==> config.mk <==
export PLATFORM = sky130hd
export DESIGN_NAME = cab_bridge
export DESIGN_NICKNAME = d
export VERILOG_FILES = /design/src/hdl/cab_pkg.sv /design/src/hdl/cab_bridge.sv /design/src/hdl/cab_edge_sync.sv
export SDC_FILE = /design/constraint.sdc
export NUM_CORES = 1
export LEC_CHECK = 0
export BUFFER_PORTS_ARGS = -buffer_cell sky130_fd_sc_hd__buf_2
export CORE_MARGIN = 2
export CORE_UTILIZATION = 50
export CTS_BUF_LIST = sky130_fd_sc_hd__clkbuf_8 sky130_fd_sc_hd__clkbuf_16
export CTS_CLUSTER_DIAMETER = 200
export CTS_CLUSTER_SIZE = 14
export DETAILED_ROUTE_END_ITERATION = 16
export PLACE_DENSITY = 0.72
export SETUP_SLACK_MARGIN = 0.02
export SLEW_MARGIN = 25
export SYNTH_ARGS = -nofsm -noshare
export SYNTH_HDL_FRONTEND = slang
export SYNTH_SLANG_ARGS = --single-unit
==> constraint.sdc <==
create_clock -name CLK_SYS -period 3.65 [get_ports CLK_SYS]
set_input_delay 0.1825 -clock CLK_SYS [delete_from_list [all_inputs] [get_ports CLK_SYS]]
set_output_delay 0.1825 -clock CLK_SYS [all_outputs]
set_load 0.02 [all_outputs]
==> src/hdl/cab_pkg.sv <==
// Purpose: Shared constants and types of the command to APB bridge
// Assumes: Local registers sit at REG_BASE plus their offsets
// Notes: Bus cycles are rising edges of the sampled link clock
`default_nettype none
package cab_pkg;
    // Address map
    localparam logic [15:0] REG_BASE = 16'h0000;
    localparam logic [15:0] BRIDGE_START = 16'h1000;
    localparam logic [15:0] OFS_STATUS = 16'h00d0;
    localparam logic [15:0] OFS_TARDY = 16'h00d1;
    localparam logic [15:0] OFS_TMO = 16'h00d2;
    localparam logic [15:0] OFS_ADDR_LO = 16'h00d4;
    localparam logic [15:0] OFS_ADDR_HI = 16'h00d5;
    localparam logic [15:0] OFS_FETCHED = 16'h00d8;
    // Field positions
    localparam int TMO_DIS_BIT = 3;
    localparam int TMO_SEL_MSB = 2;
    localparam int TARDY_MSB = 1;
    // Reset values
    localparam logic [1:0] TARDY_RST = 2'h1;
    localparam logic TMO_DIS_RST = 1'b0;
    localparam logic [2:0] TMO_SEL_RST = 3'h0;
    // Answer codes, same encoding as the tardy answer field
    localparam logic [1:0] ANS_IGNORED = 2'h0;
    localparam logic [1:0] ANS_OK = 2'h1;
    localparam logic [1:0] ANS_FAIL = 2'h2;
    localparam logic [1:0] ANS_RSVD = 2'h3;
    // Timing counts in bus cycles
    localparam logic [15:0] RESP_WIN_BUS = 16'h0004;
    localparam logic [15:0] TMO_BASE_BUS = 16'h0008;
    localparam logic [15:0] TMO_MAX_BUS = 16'hffff;
    localparam logic [2:0] TMO_SEL_MAX = 3'h7;

    typedef enum logic [1:0] {ST_IDLE, ST_SETUP, ST_ACCESS} cab_state_type;
endpackage
`default_nettype wire

==> src/hdl/cab_bridge.sv <==
// Purpose: Control word command to internal APB bridge with late answer handling
// Assumes: Command port on CLK_SYS, one command outstanding until answered
// Notes: Late reads keep running; data is collected later indirectly
`timescale 1ns/1ps
`default_nettype none
// What this block does
// - Late read answered with code from two-bit field: ignored, OK, fail.
// - Under OK setting the access keeps running; byte collected later indirectly.
// - New bridge access while APB still busy is answered with fail.
// - Bit 3 of timeout control disables the access timeout when set.
// - Three-bit field selects timeout of 8 to 512 or 65535 bus cycles.
// - Address of last completed bridge read latched in low and high registers.
// - Local register accesses never update the last-address latch.
// - Read-only byte holds data fetched from the latched address.
// - Any bridge read issued while the APB is idle clears the read-data-ready flag.
// - Late read sets last-late flag and pulses the late event.
module cab_bridge
#(
    parameter logic [15:0] TMO_MAX = cab_pkg::TMO_MAX_BUS
)
(
    // Clock and reset
    input wire logic CLK_SYS,
    input wire logic SRST,
    // Link clock pin
    input wire logic SW_CLK,
    // Command from control word decoder
    input wire logic CMD_VALID,
    input wire logic CMD_WRITE,
    input wire logic [15:0] CMD_ADDR,
    input wire logic [7:0] CMD_WDATA,
    // Answer to control word encoder
    output logic ANS_VALID,
    output logic [1:0] ANS_CODE,
    output logic [7:0] ANS_RDATA,
    // APB master
    output logic PSEL,
    output logic PENABLE,
    output logic PWRITE,
    output logic [15:0] PADDR,
    output logic [7:0] PWDATA,
    input wire logic [7:0] PRDATA,
    input wire logic PREADY,
    input wire logic PSLVERR,
    // Events
    output logic LATE_EVT,
    output logic TIMEOUT_EVT
);
    cab_pkg::cab_state_type state_reg, state_next;
    logic [15:0] bus_cnt_reg, bus_cnt_next;
    logic psel_reg, psel_next, pen_reg, pen_next, pwrite_reg, pwrite_next;
    logic [15:0] paddr_reg, paddr_next;
    logic [7:0] pwdata_reg, pwdata_next;
    logic ans_valid_reg, ans_valid_next;
    logic [1:0] ans_code_reg, ans_code_next;
    logic [7:0] ans_rdata_reg, ans_rdata_next;
    logic late_evt_reg, late_evt_next, tmo_evt_reg, tmo_evt_next;
    logic [1:0] tardy_answer_code_reg, tardy_answer_code_next;
    logic tmo_dis_reg, tmo_dis_next;
    logic [2:0] tmo_sel_reg, tmo_sel_next;
    logic [15:0] last_addr_reg, last_addr_next;
    logic [7:0] fetched_reg, fetched_next;
    logic rdata_rdy_reg, rdata_rdy_next, done_reg, done_next;
    logic last_late_reg, last_late_next, wait_ans_reg, wait_ans_next;
    logic bus_rise;
    logic is_local;
    logic [7:0] local_rd;
    logic [15:0] tmo_limit;
    logic [1:0] late_code;

    cab_edge_sync u_clk_edge
    (
        .clk(CLK_SYS),
        .srst(SRST),
        .async_in(SW_CLK),
        .rise(bus_rise)
    );

    assign is_local = CMD_ADDR < cab_pkg::BRIDGE_START;
    // Reserved encoding falls back to fail
    assign late_code = (tardy_answer_code_reg == cab_pkg::ANS_RSVD) ? cab_pkg::ANS_FAIL
        : tardy_answer_code_reg;
    assign tmo_limit = (tmo_sel_reg == cab_pkg::TMO_SEL_MAX) ? TMO_MAX
        : 16'(cab_pkg::TMO_BASE_BUS << tmo_sel_reg);

    always_comb
    begin
        local_rd = 8'h00;
        if (CMD_ADDR == cab_pkg::REG_BASE + cab_pkg::OFS_STATUS)
            local_rd = {4'h0, last_late_reg, state_reg != cab_pkg::ST_IDLE, done_reg,
                rdata_rdy_reg};
        else if (CMD_ADDR == cab_pkg::REG_BASE + cab_pkg::OFS_TARDY)
            local_rd = {6'h00, tardy_answer_code_reg};
        else if (CMD_ADDR == cab_pkg::REG_BASE + cab_pkg::OFS_TMO)
            local_rd = {4'h0, tmo_dis_reg, tmo_sel_reg};
        else if (CMD_ADDR == cab_pkg::REG_BASE + cab_pkg::OFS_ADDR_LO)
            local_rd = last_addr_reg[7:0];
        else if (CMD_ADDR == cab_pkg::REG_BASE + cab_pkg::OFS_ADDR_HI)
            local_rd = last_addr_reg[15:8];
        else if (CMD_ADDR == cab_pkg::REG_BASE + cab_pkg::OFS_FETCHED)
            local_rd = fetched_reg;
    end

    always_comb
    begin
        state_next = state_reg;
        bus_cnt_next = bus_cnt_reg;
        psel_next = psel_reg;
        pen_next = pen_reg;
        pwrite_next = pwrite_reg;
        paddr_next = paddr_reg;
        pwdata_next = pwdata_reg;
        ans_valid_next = 1'b0;
        ans_code_next = ans_code_reg;
        ans_rdata_next = ans_rdata_reg;
        late_evt_next = 1'b0;
        tmo_evt_next = 1'b0;
        tardy_answer_code_next = tardy_answer_code_reg;
        tmo_dis_next = tmo_dis_reg;
        tmo_sel_next = tmo_sel_reg;
        last_addr_next = last_addr_reg;
        fetched_next = fetched_reg;
        rdata_rdy_next = rdata_rdy_reg;
        done_next = done_reg;
        last_late_next = last_late_reg;
        wait_ans_next = wait_ans_reg;
        // Saturate so a stalled link never wraps the count
        if (bus_rise && state_reg != cab_pkg::ST_IDLE && bus_cnt_reg != cab_pkg::TMO_MAX_BUS)
            bus_cnt_next = bus_cnt_reg + 16'h0001;
        // Commands are ignored while a read answer is still owed
        if (CMD_VALID && !wait_ans_reg)
        begin
            ans_valid_next = 1'b1;
            ans_code_next = cab_pkg::ANS_OK;
            ans_rdata_next = 8'h00;
            if (is_local)
            begin
                ans_rdata_next = CMD_WRITE ? 8'h00 : local_rd;
                if (CMD_WRITE && CMD_ADDR == cab_pkg::REG_BASE + cab_pkg::OFS_TARDY)
                    tardy_answer_code_next = CMD_WDATA[cab_pkg::TARDY_MSB:0];
                if (CMD_WRITE && CMD_ADDR == cab_pkg::REG_BASE + cab_pkg::OFS_TMO)
                begin
                    tmo_dis_next = CMD_WDATA[cab_pkg::TMO_DIS_BIT];
                    tmo_sel_next = CMD_WDATA[cab_pkg::TMO_SEL_MSB:0];
                end
            end
            else if (state_reg != cab_pkg::ST_IDLE)
                ans_code_next = cab_pkg::ANS_FAIL;
            else if (!CMD_WRITE && rdata_rdy_reg && CMD_ADDR == last_addr_reg)
            begin
                // Indirect collection of a late read
                ans_rdata_next = fetched_reg;
                rdata_rdy_next = 1'b0;
                done_next = 1'b0;
            end
            else
            begin
                state_next = cab_pkg::ST_SETUP;
                bus_cnt_next = 16'h0000;
                psel_next = 1'b1;
                pwrite_next = CMD_WRITE;
                paddr_next = CMD_ADDR;
                pwdata_next = CMD_WDATA;
                done_next = 1'b0;
                last_late_next = 1'b0;
                if (!CMD_WRITE)
                begin
                    // Read answer deferred until data or window end
                    ans_valid_next = 1'b0;
                    wait_ans_next = 1'b1;
                    rdata_rdy_next = 1'b0;
                end
            end
        end
        unique case (state_reg)
            cab_pkg::ST_IDLE:
            begin
            end
            cab_pkg::ST_SETUP:
            begin
                pen_next = 1'b1;
                state_next = cab_pkg::ST_ACCESS;
            end
            cab_pkg::ST_ACCESS:
            begin
                if (PREADY)
                begin
                    psel_next = 1'b0;
                    pen_next = 1'b0;
                    state_next = cab_pkg::ST_IDLE;
                    done_next = 1'b1;
                    if (!pwrite_reg)
                    begin
                        last_addr_next = paddr_reg;
                        fetched_next = PRDATA;
                        if (wait_ans_reg)
                        begin
                            ans_valid_next = 1'b1;
                            ans_code_next = PSLVERR ? cab_pkg::ANS_FAIL : cab_pkg::ANS_OK;
                            ans_rdata_next = PRDATA;
                            wait_ans_next = 1'b0;
                        end
                        else
                            rdata_rdy_next = 1'b1;
                    end
                end
                else if (wait_ans_reg && bus_cnt_reg >= cab_pkg::RESP_WIN_BUS)
                begin
                    // Access stays open in every late mode
                    ans_valid_next = 1'b1;
                    ans_code_next = late_code;
                    ans_rdata_next = 8'h00;
                    wait_ans_next = 1'b0;
                    last_late_next = 1'b1;
                    late_evt_next = 1'b1;
                end
                else if (!tmo_dis_reg && bus_cnt_reg >= tmo_limit)
                begin
                    psel_next = 1'b0;
                    pen_next = 1'b0;
                    state_next = cab_pkg::ST_IDLE;
                    tmo_evt_next = 1'b1;
                end
            end
        endcase
    end

    always_ff @(posedge CLK_SYS)
    begin
        if (SRST)
        begin
            state_reg <= cab_pkg::ST_IDLE;
            bus_cnt_reg <= 16'h0000;
            psel_reg <= 1'b0;
            pen_reg <= 1'b0;
            pwrite_reg <= 1'b0;
            paddr_reg <= 16'h0000;
            pwdata_reg <= 8'h00;
            ans_valid_reg <= 1'b0;
            ans_code_reg <= cab_pkg::ANS_OK;
            ans_rdata_reg <= 8'h00;
            late_evt_reg <= 1'b0;
            tmo_evt_reg <= 1'b0;
            tardy_answer_code_reg <= cab_pkg::TARDY_RST;
            tmo_dis_reg <= cab_pkg::TMO_DIS_RST;
            tmo_sel_reg <= cab_pkg::TMO_SEL_RST;
            last_addr_reg <= 16'h0000;
            fetched_reg <= 8'h00;
            rdata_rdy_reg <= 1'b0;
            done_reg <= 1'b0;
            last_late_reg <= 1'b0;
            wait_ans_reg <= 1'b0;
        end
        else
        begin
            state_reg <= state_next;
            bus_cnt_reg <= bus_cnt_next;
            psel_reg <= psel_next;
            pen_reg <= pen_next;
            pwrite_reg <= pwrite_next;
            paddr_reg <= paddr_next;
            pwdata_reg <= pwdata_next;
            ans_valid_reg <= ans_valid_next;
            ans_code_reg <= ans_code_next;
            ans_rdata_reg <= ans_rdata_next;
            late_evt_reg <= late_evt_next;
            tmo_evt_reg <= tmo_evt_next;
            tardy_answer_code_reg <= tardy_answer_code_next;
            tmo_dis_reg <= tmo_dis_next;
            tmo_sel_reg <= tmo_sel_next;
            last_addr_reg <= last_addr_next;
            fetched_reg <= fetched_next;
            rdata_rdy_reg <= rdata_rdy_next;
            done_reg <= done_next;
            last_late_reg <= last_late_next;
            wait_ans_reg <= wait_ans_next;
        end
    end

    assign ANS_VALID = ans_valid_reg;
    assign ANS_CODE = ans_code_reg;
    assign ANS_RDATA = ans_rdata_reg;
    assign PSEL = psel_reg;
    assign PENABLE = pen_reg;
    assign PWRITE = pwrite_reg;
    assign PADDR = paddr_reg;
    assign PWDATA = pwdata_reg;
    assign LATE_EVT = late_evt_reg;
    assign TIMEOUT_EVT = tmo_evt_reg;

    a_busy_fail: assert property (@(posedge CLK_SYS) disable iff (SRST)
        CMD_VALID && !wait_ans_reg && !is_local && state_reg != cab_pkg::ST_IDLE
        |=> ANS_VALID && ANS_CODE == cab_pkg::ANS_FAIL)
        else $error("busy bridge access not failed");
    a_late_code: assert property (@(posedge CLK_SYS) disable iff (SRST)
        $rose(last_late_reg) |-> ANS_VALID && ANS_CODE == $past(late_code))
        else $error("late answer code wrong");
    a_late_flag: assert property (@(posedge CLK_SYS) disable iff (SRST)
        LATE_EVT |-> last_late_reg && ANS_VALID && !wait_ans_reg)
        else $error("late event without flag");
    a_late_keeps: assert property (@(posedge CLK_SYS) disable iff (SRST)
        LATE_EVT |-> PSEL && PENABLE)
        else $error("late read access dropped");
    a_tmo_disable: assert property (@(posedge CLK_SYS) disable iff (SRST)
        TIMEOUT_EVT |-> !$past(tmo_dis_reg))
        else $error("timeout while disabled");
    a_tmo_count: assert property (@(posedge CLK_SYS) disable iff (SRST)
        TIMEOUT_EVT |-> $past(bus_cnt_reg) == $past(tmo_limit))
        else $error("timeout at wrong count");
    a_tmo_free: assert property (@(posedge CLK_SYS) disable iff (SRST)
        TIMEOUT_EVT |-> !PSEL && !PENABLE && state_reg == cab_pkg::ST_IDLE)
        else $error("timeout left access open");
    a_addr_latch: assert property (@(posedge CLK_SYS) disable iff (SRST)
        state_reg == cab_pkg::ST_ACCESS && PREADY && !PWRITE
        |=> last_addr_reg == $past(PADDR) && fetched_reg == $past(PRDATA))
        else $error("read address not latched");
    a_local_keep: assert property (@(posedge CLK_SYS) disable iff (SRST)
        CMD_VALID && is_local && state_reg == cab_pkg::ST_IDLE |=> $stable(last_addr_reg))
        else $error("local access moved latch");
    a_rdy_clear: assert property (@(posedge CLK_SYS) disable iff (SRST)
        CMD_VALID && !wait_ans_reg && !is_local && !CMD_WRITE
        && state_reg == cab_pkg::ST_IDLE |=> !rdata_rdy_reg)
        else $error("bridge read kept ready flag");
    a_rsvd_zero: assert property (@(posedge CLK_SYS) disable iff (SRST)
        CMD_VALID && !wait_ans_reg && !CMD_WRITE
        && CMD_ADDR == cab_pkg::REG_BASE + cab_pkg::OFS_TMO |=> ANS_RDATA[7:4] == 4'h0)
        else $error("reserved bits not zero");
endmodule // cab_bridge
`default_nettype wire

==> src/hdl/cab_edge_sync.sv <==
// Purpose: Synchronise the link clock and flag its rising edges
// Assumes: Link clock well below half of CLK_SYS
// Notes: First stage is read only by the second stage
`timescale 1ns/1ps
`default_nettype none
module cab_edge_sync
(
    // Clock and reset
    input wire logic clk,
    input wire logic srst,
    // Raw level and edge pulse
    input wire logic async_in,
    output logic rise
);
    logic [2:0] sh_reg;
    logic [2:0] sh_next;
    logic rise_reg;
    logic rise_next;

    always_comb
    begin
        sh_next = {sh_reg[1:0], async_in};
        rise_next = sh_reg[1] & ~sh_reg[2];
    end

    always_ff @(posedge clk)
    begin
        if (srst)
        begin
            sh_reg <= 3'h0;
            rise_reg <= 1'b0;
        end
        else
        begin
            sh_reg <= sh_next;
            rise_reg <= rise_next;
        end
    end

    assign rise = rise_reg;
endmodule // cab_edge_sync
`default_nettype wire

==> impl_metrics.csv <==
group,metric,value,unit
floorplan,die-width,103,um
sta,grt_setup_unrepaired,"false",
critical_path,critical_path.max_fanout,9,
clock_network,clkSlewWorstSetupHoldPaths,100,ps
sta,setup_viol_count_final,0,
sta,period_minus_slack,2980,ps
worst_hold_path,hold_path_class,"in -> reg",
sta,worst_hold_slack,40.8,ps
job,cap_violations,0,
synth,mappedNetlistNets,638,
clock_network,tritoncts.num_buffers,9,
synth,synth_top_area_cell,"sky130_fd_sc_hd__dfxtp_1",
global_route,global_route.overflow_total,0,
pwr,vdd_drop_max,0.260,mV
global_route,largest_net_degree_at_the_start_of_global_routing,71,
critical_path,worstPathArrival,3260,ps
detailed_routing,drt_pass1_iterations,5,
clock_network,post_cts_resize_count,0,
critical_path,worstSetupEndpointType,"register",
critical_path,setup.worst_path.start_class,"register",
sta,worst_slew_margin_rel,0.513,
global_route,via_count_of_the_first_global_routing_pass,4171,
sta,worst_pin_slew,730,ps
clock_network,cts.hold.buffers_added,0,
place,finalWeightedCongestion,1.02,
critical_path,path_class,"reg -> reg",
floorplan,rows,35,
global_route,grt_antenna_before_repair,0,
clock_network,ctsHtreeMaxLevel,3,
place,placed_cell_area,5340,um^2
synth,netlist.area_leader.share,0.395,
detailed_routing,postRouteWirelength,13000,um
floorplan,initial_utilization,0.521,
layout,final_util,0.593,
place,count_of_input_and_output_buffers,78,
detailed_routing,num_vias,4512,
layout,fin_nets,702,
place,place_hpwl,9570,um
pwr,p_leak,2.24,nW
synth,syn_area,4860,um^2
clock_network,clockBufferDepth,2,
pwr,power_frac_comb,0.146,
detailed_routing,antenna_violating_nets_post_route,0,
sta,final.setup.tns,0,ps
global_route,grt_usage,0.251,
clock_network,post-cts-setup-buffer-count,0,
synth,post_synth.cell_area_avg,8.41,um^2
detailed_routing,drt-initial-drc-count,233,
global_route,grt_pass1_wl,20900,um
clock_network,clockRootBuffer,"sky130_fd_sc_hd__clkbuf_8",
layout,stdcell_area,5530,um^2
layout,syn_to_final_growth,13.8,%
pwr,report.power.total,0.00210,W
floorplan,core_box_area,9330,um^2
clock_network,cts_sinks,96,
sta,final_clock_period_utilization_by_the_worst_path,0.816,
synth,synth_top_flop_cell,"sky130_fd_sc_hd__dfxtp_1",
outcome,outcome,"completed",
floorplan,floorplan.die_area,10500,um^2
synth,ys_async_sr_fraction,0,
synth,postSynthCellCount,578,
sta,number_of_hold_slack_violations_in_the_final_timing_report,0,
floorplan,die_height,103,um
sta,finalMaxSlewViolations,0,
sta,fin_skew,14.8,ps
layout,drive_above_1_share,0.173,
synth,synth_top_cells_by_area,"sky130_fd_sc_hd__dfxtp_1 40%, sky130_fd_sc_hd__nand2_1 6.1%, sky130_fd_sc_hd__mux2i_1 5.8%, sky130_fd_sc_hd__nor2_1 5.6%, sky130_fd_sc_hd__ha_1 5.4%",
detailed_routing,wl_per_cell,16.7,um
pwr,clock_power_share,0.325,
floorplan,design.portCount,79,
clock_network,cts_tree,"built",
critical_path,critPathRequiredTime,3930,ps
synth,yosysWarningCount,0,
pwr,internal-power,0.00149,W
pwr,power.switching,0.000618,W
detailed_routing,avgViaCountPerCell,5.81,
detailed_routing,route.detailed.drc,0,
synth,synth_cell_types,59,
synth,ys_seq_elements,96,
synth,synth_edf_count,0,
pwr,p_seq_frac,0.529,
layout,antenna_cells,0,
pwr,cellPowerDensity,381,nW/um^2
sta,clock.fmax,336,MHz
synth,synth.yosys.seq_area_share,0.395,
pwr,sw_ratio,0.294,
clock_network,clock_insertion_delay_worst_skew,370,ps
cell families (layout without fill, tap and decap cells):
| logic type | Yosys count | after routing | synth area share |
|---|---|---|---|
| buffers and inverters | 42 | 111 | 0.0358 |
| multiplexers | 29 | 29 | 0.0600 |
| AO/OA/AOI/OAI | 124 | 124 | 0.165 |
| XOR/XNOR | 35 | 35 | 0.0631 |
| adder cells (fa/ha/maj) | 21 | 21 | 0.0541 |
| flip-flops | 96 | 96 | 0.395 |
| AND/OR/NAND/NOR | 231 | 231 | 0.227 |
worst max-delay path: stages, from the launching register on:
cell and delay (ps):
sky130_fd_sc_hd__dfxtp_1 520, sky130_fd_sc_hd__nand3_1 410, sky130_fd_sc_hd__inv_1 180, sky130_fd_sc_hd__ha_1 250
sky130_fd_sc_hd__or3b_2 480, sky130_fd_sc_hd__o2111ai_1 120, sky130_fd_sc_hd__a31o_2 180, sky130_fd_sc_hd__a2111oi_0 80
sky130_fd_sc_hd__buf_4 190, sky130_fd_sc_hd__o31a_1 280, sky130_fd_sc_hd__a211oi_1 200
metal layers:
metal | vias up | wire [um] | global-route usage
met3 | 30 | 822 | 0.0366
met5 | - | 0 | 0
li1 | 2178 | - | -
met4 | 0 | 304 | 0.108
met2 | 175 | 5960 | 0.392
met1 | 2129 | 5880 | 0.348
stage by stage:
| step | std cells | worst slack [ps] |
|---|---|---|
| after global routing | 776 | 564 |
| after detailed placement | 760 | 736 |
| after CTS | 776 | 712 |
| final | 776 | 670 |
| after global placement | 760 | 936 |
| after floorplan | 578 | 822 |
power groups by stage:
stage          clock network [W]  registers [W]  logic [W]
4_1_cts                 0.000694        0.00111   0.000307
6_report                0.000685        0.00111   0.000307
2_1_floorplan                  0        0.00117   0.000163
3_3_place_gp                   0        0.00113   0.000301
5_1_grt                 0.000727        0.00112   0.000331
3_5_place_dp                   0        0.00114   0.000306
synthesized netlist by cell type, drive strengths merged (3+ instances only):
cell type and count:
a211oi 7, a21o 5, a21oi 42, a221oi 4, a22o 6, a22oi 3
a31oi 9, a32o 3, buf 6, clkbuf 26, dfxtp 96, ha 21
inv 10, mux2i 28, nand2 79, nand2b 3, nand3 14, nand4 5
nor2 73, nor2b 9, nor3 14, nor4 13, o211ai 5, o21ai 22
xnor2 20, xor2 15
layout by cell type, fill, tap and decap left out, types with 4 or more instances in the layout:
cell type                  count
sky130_fd_sc_hd__xnor2_1      20
sky130_fd_sc_hd__inv_1        10
sky130_fd_sc_hd__nor4_1       11
sky130_fd_sc_hd__o21ai_0      20
sky130_fd_sc_hd__dfxtp_1      96
sky130_fd_sc_hd__nand4_1       5
sky130_fd_sc_hd__xor2_1       15
sky130_fd_sc_hd__a21oi_1      42
sky130_fd_sc_hd__nand3_1      14
sky130_fd_sc_hd__a22o_1        6
sky130_fd_sc_hd__a221oi_1      4
sky130_fd_sc_hd__nor2_1       73
sky130_fd_sc_hd__ha_1         21
sky130_fd_sc_hd__buf_2        78
sky130_fd_sc_hd__o211ai_1      5
sky130_fd_sc_hd__a31oi_1       9
sky130_fd_sc_hd__mux2i_1      28
sky130_fd_sc_hd__nand2_1      79
sky130_fd_sc_hd__clkbuf_8     11
sky130_fd_sc_hd__a21o_1        5
sky130_fd_sc_hd__buf_4         7
sky130_fd_sc_hd__nor2b_1       9
sky130_fd_sc_hd__nor3_1       14
sky130_fd_sc_hd__a211oi_1      7
layout make-up:
cell class | count | area (um^2)
Clock buffer | 11 | 151
Fill cell | 871 | 3800
Multi-Input combinational cell | 440 | 2780
Sequential cell | 96 | 1920
Inverter | 10 | 37.5
Timing Repair Buffer | 85 | 443
Clock inverter | 5 | 38.8
Tap cell | 129 | 161
worst paths after layout:
path                        startpoint  cells after the start         endpoint  slack (ps)
setup reg to reg        tmo_sel_reg[0]                     10     state_reg[0]         670
hold / removal                 PSLVERR                      2      ANS_CODE[0]          40
setup / recovery        tmo_sel_reg[0]                     10     state_reg[0]         670
hold reg to reg   u_clk_edge.sh_reg[2]                      1  u_clk_edge.rise         400
(Power assumes the default switching activity.)
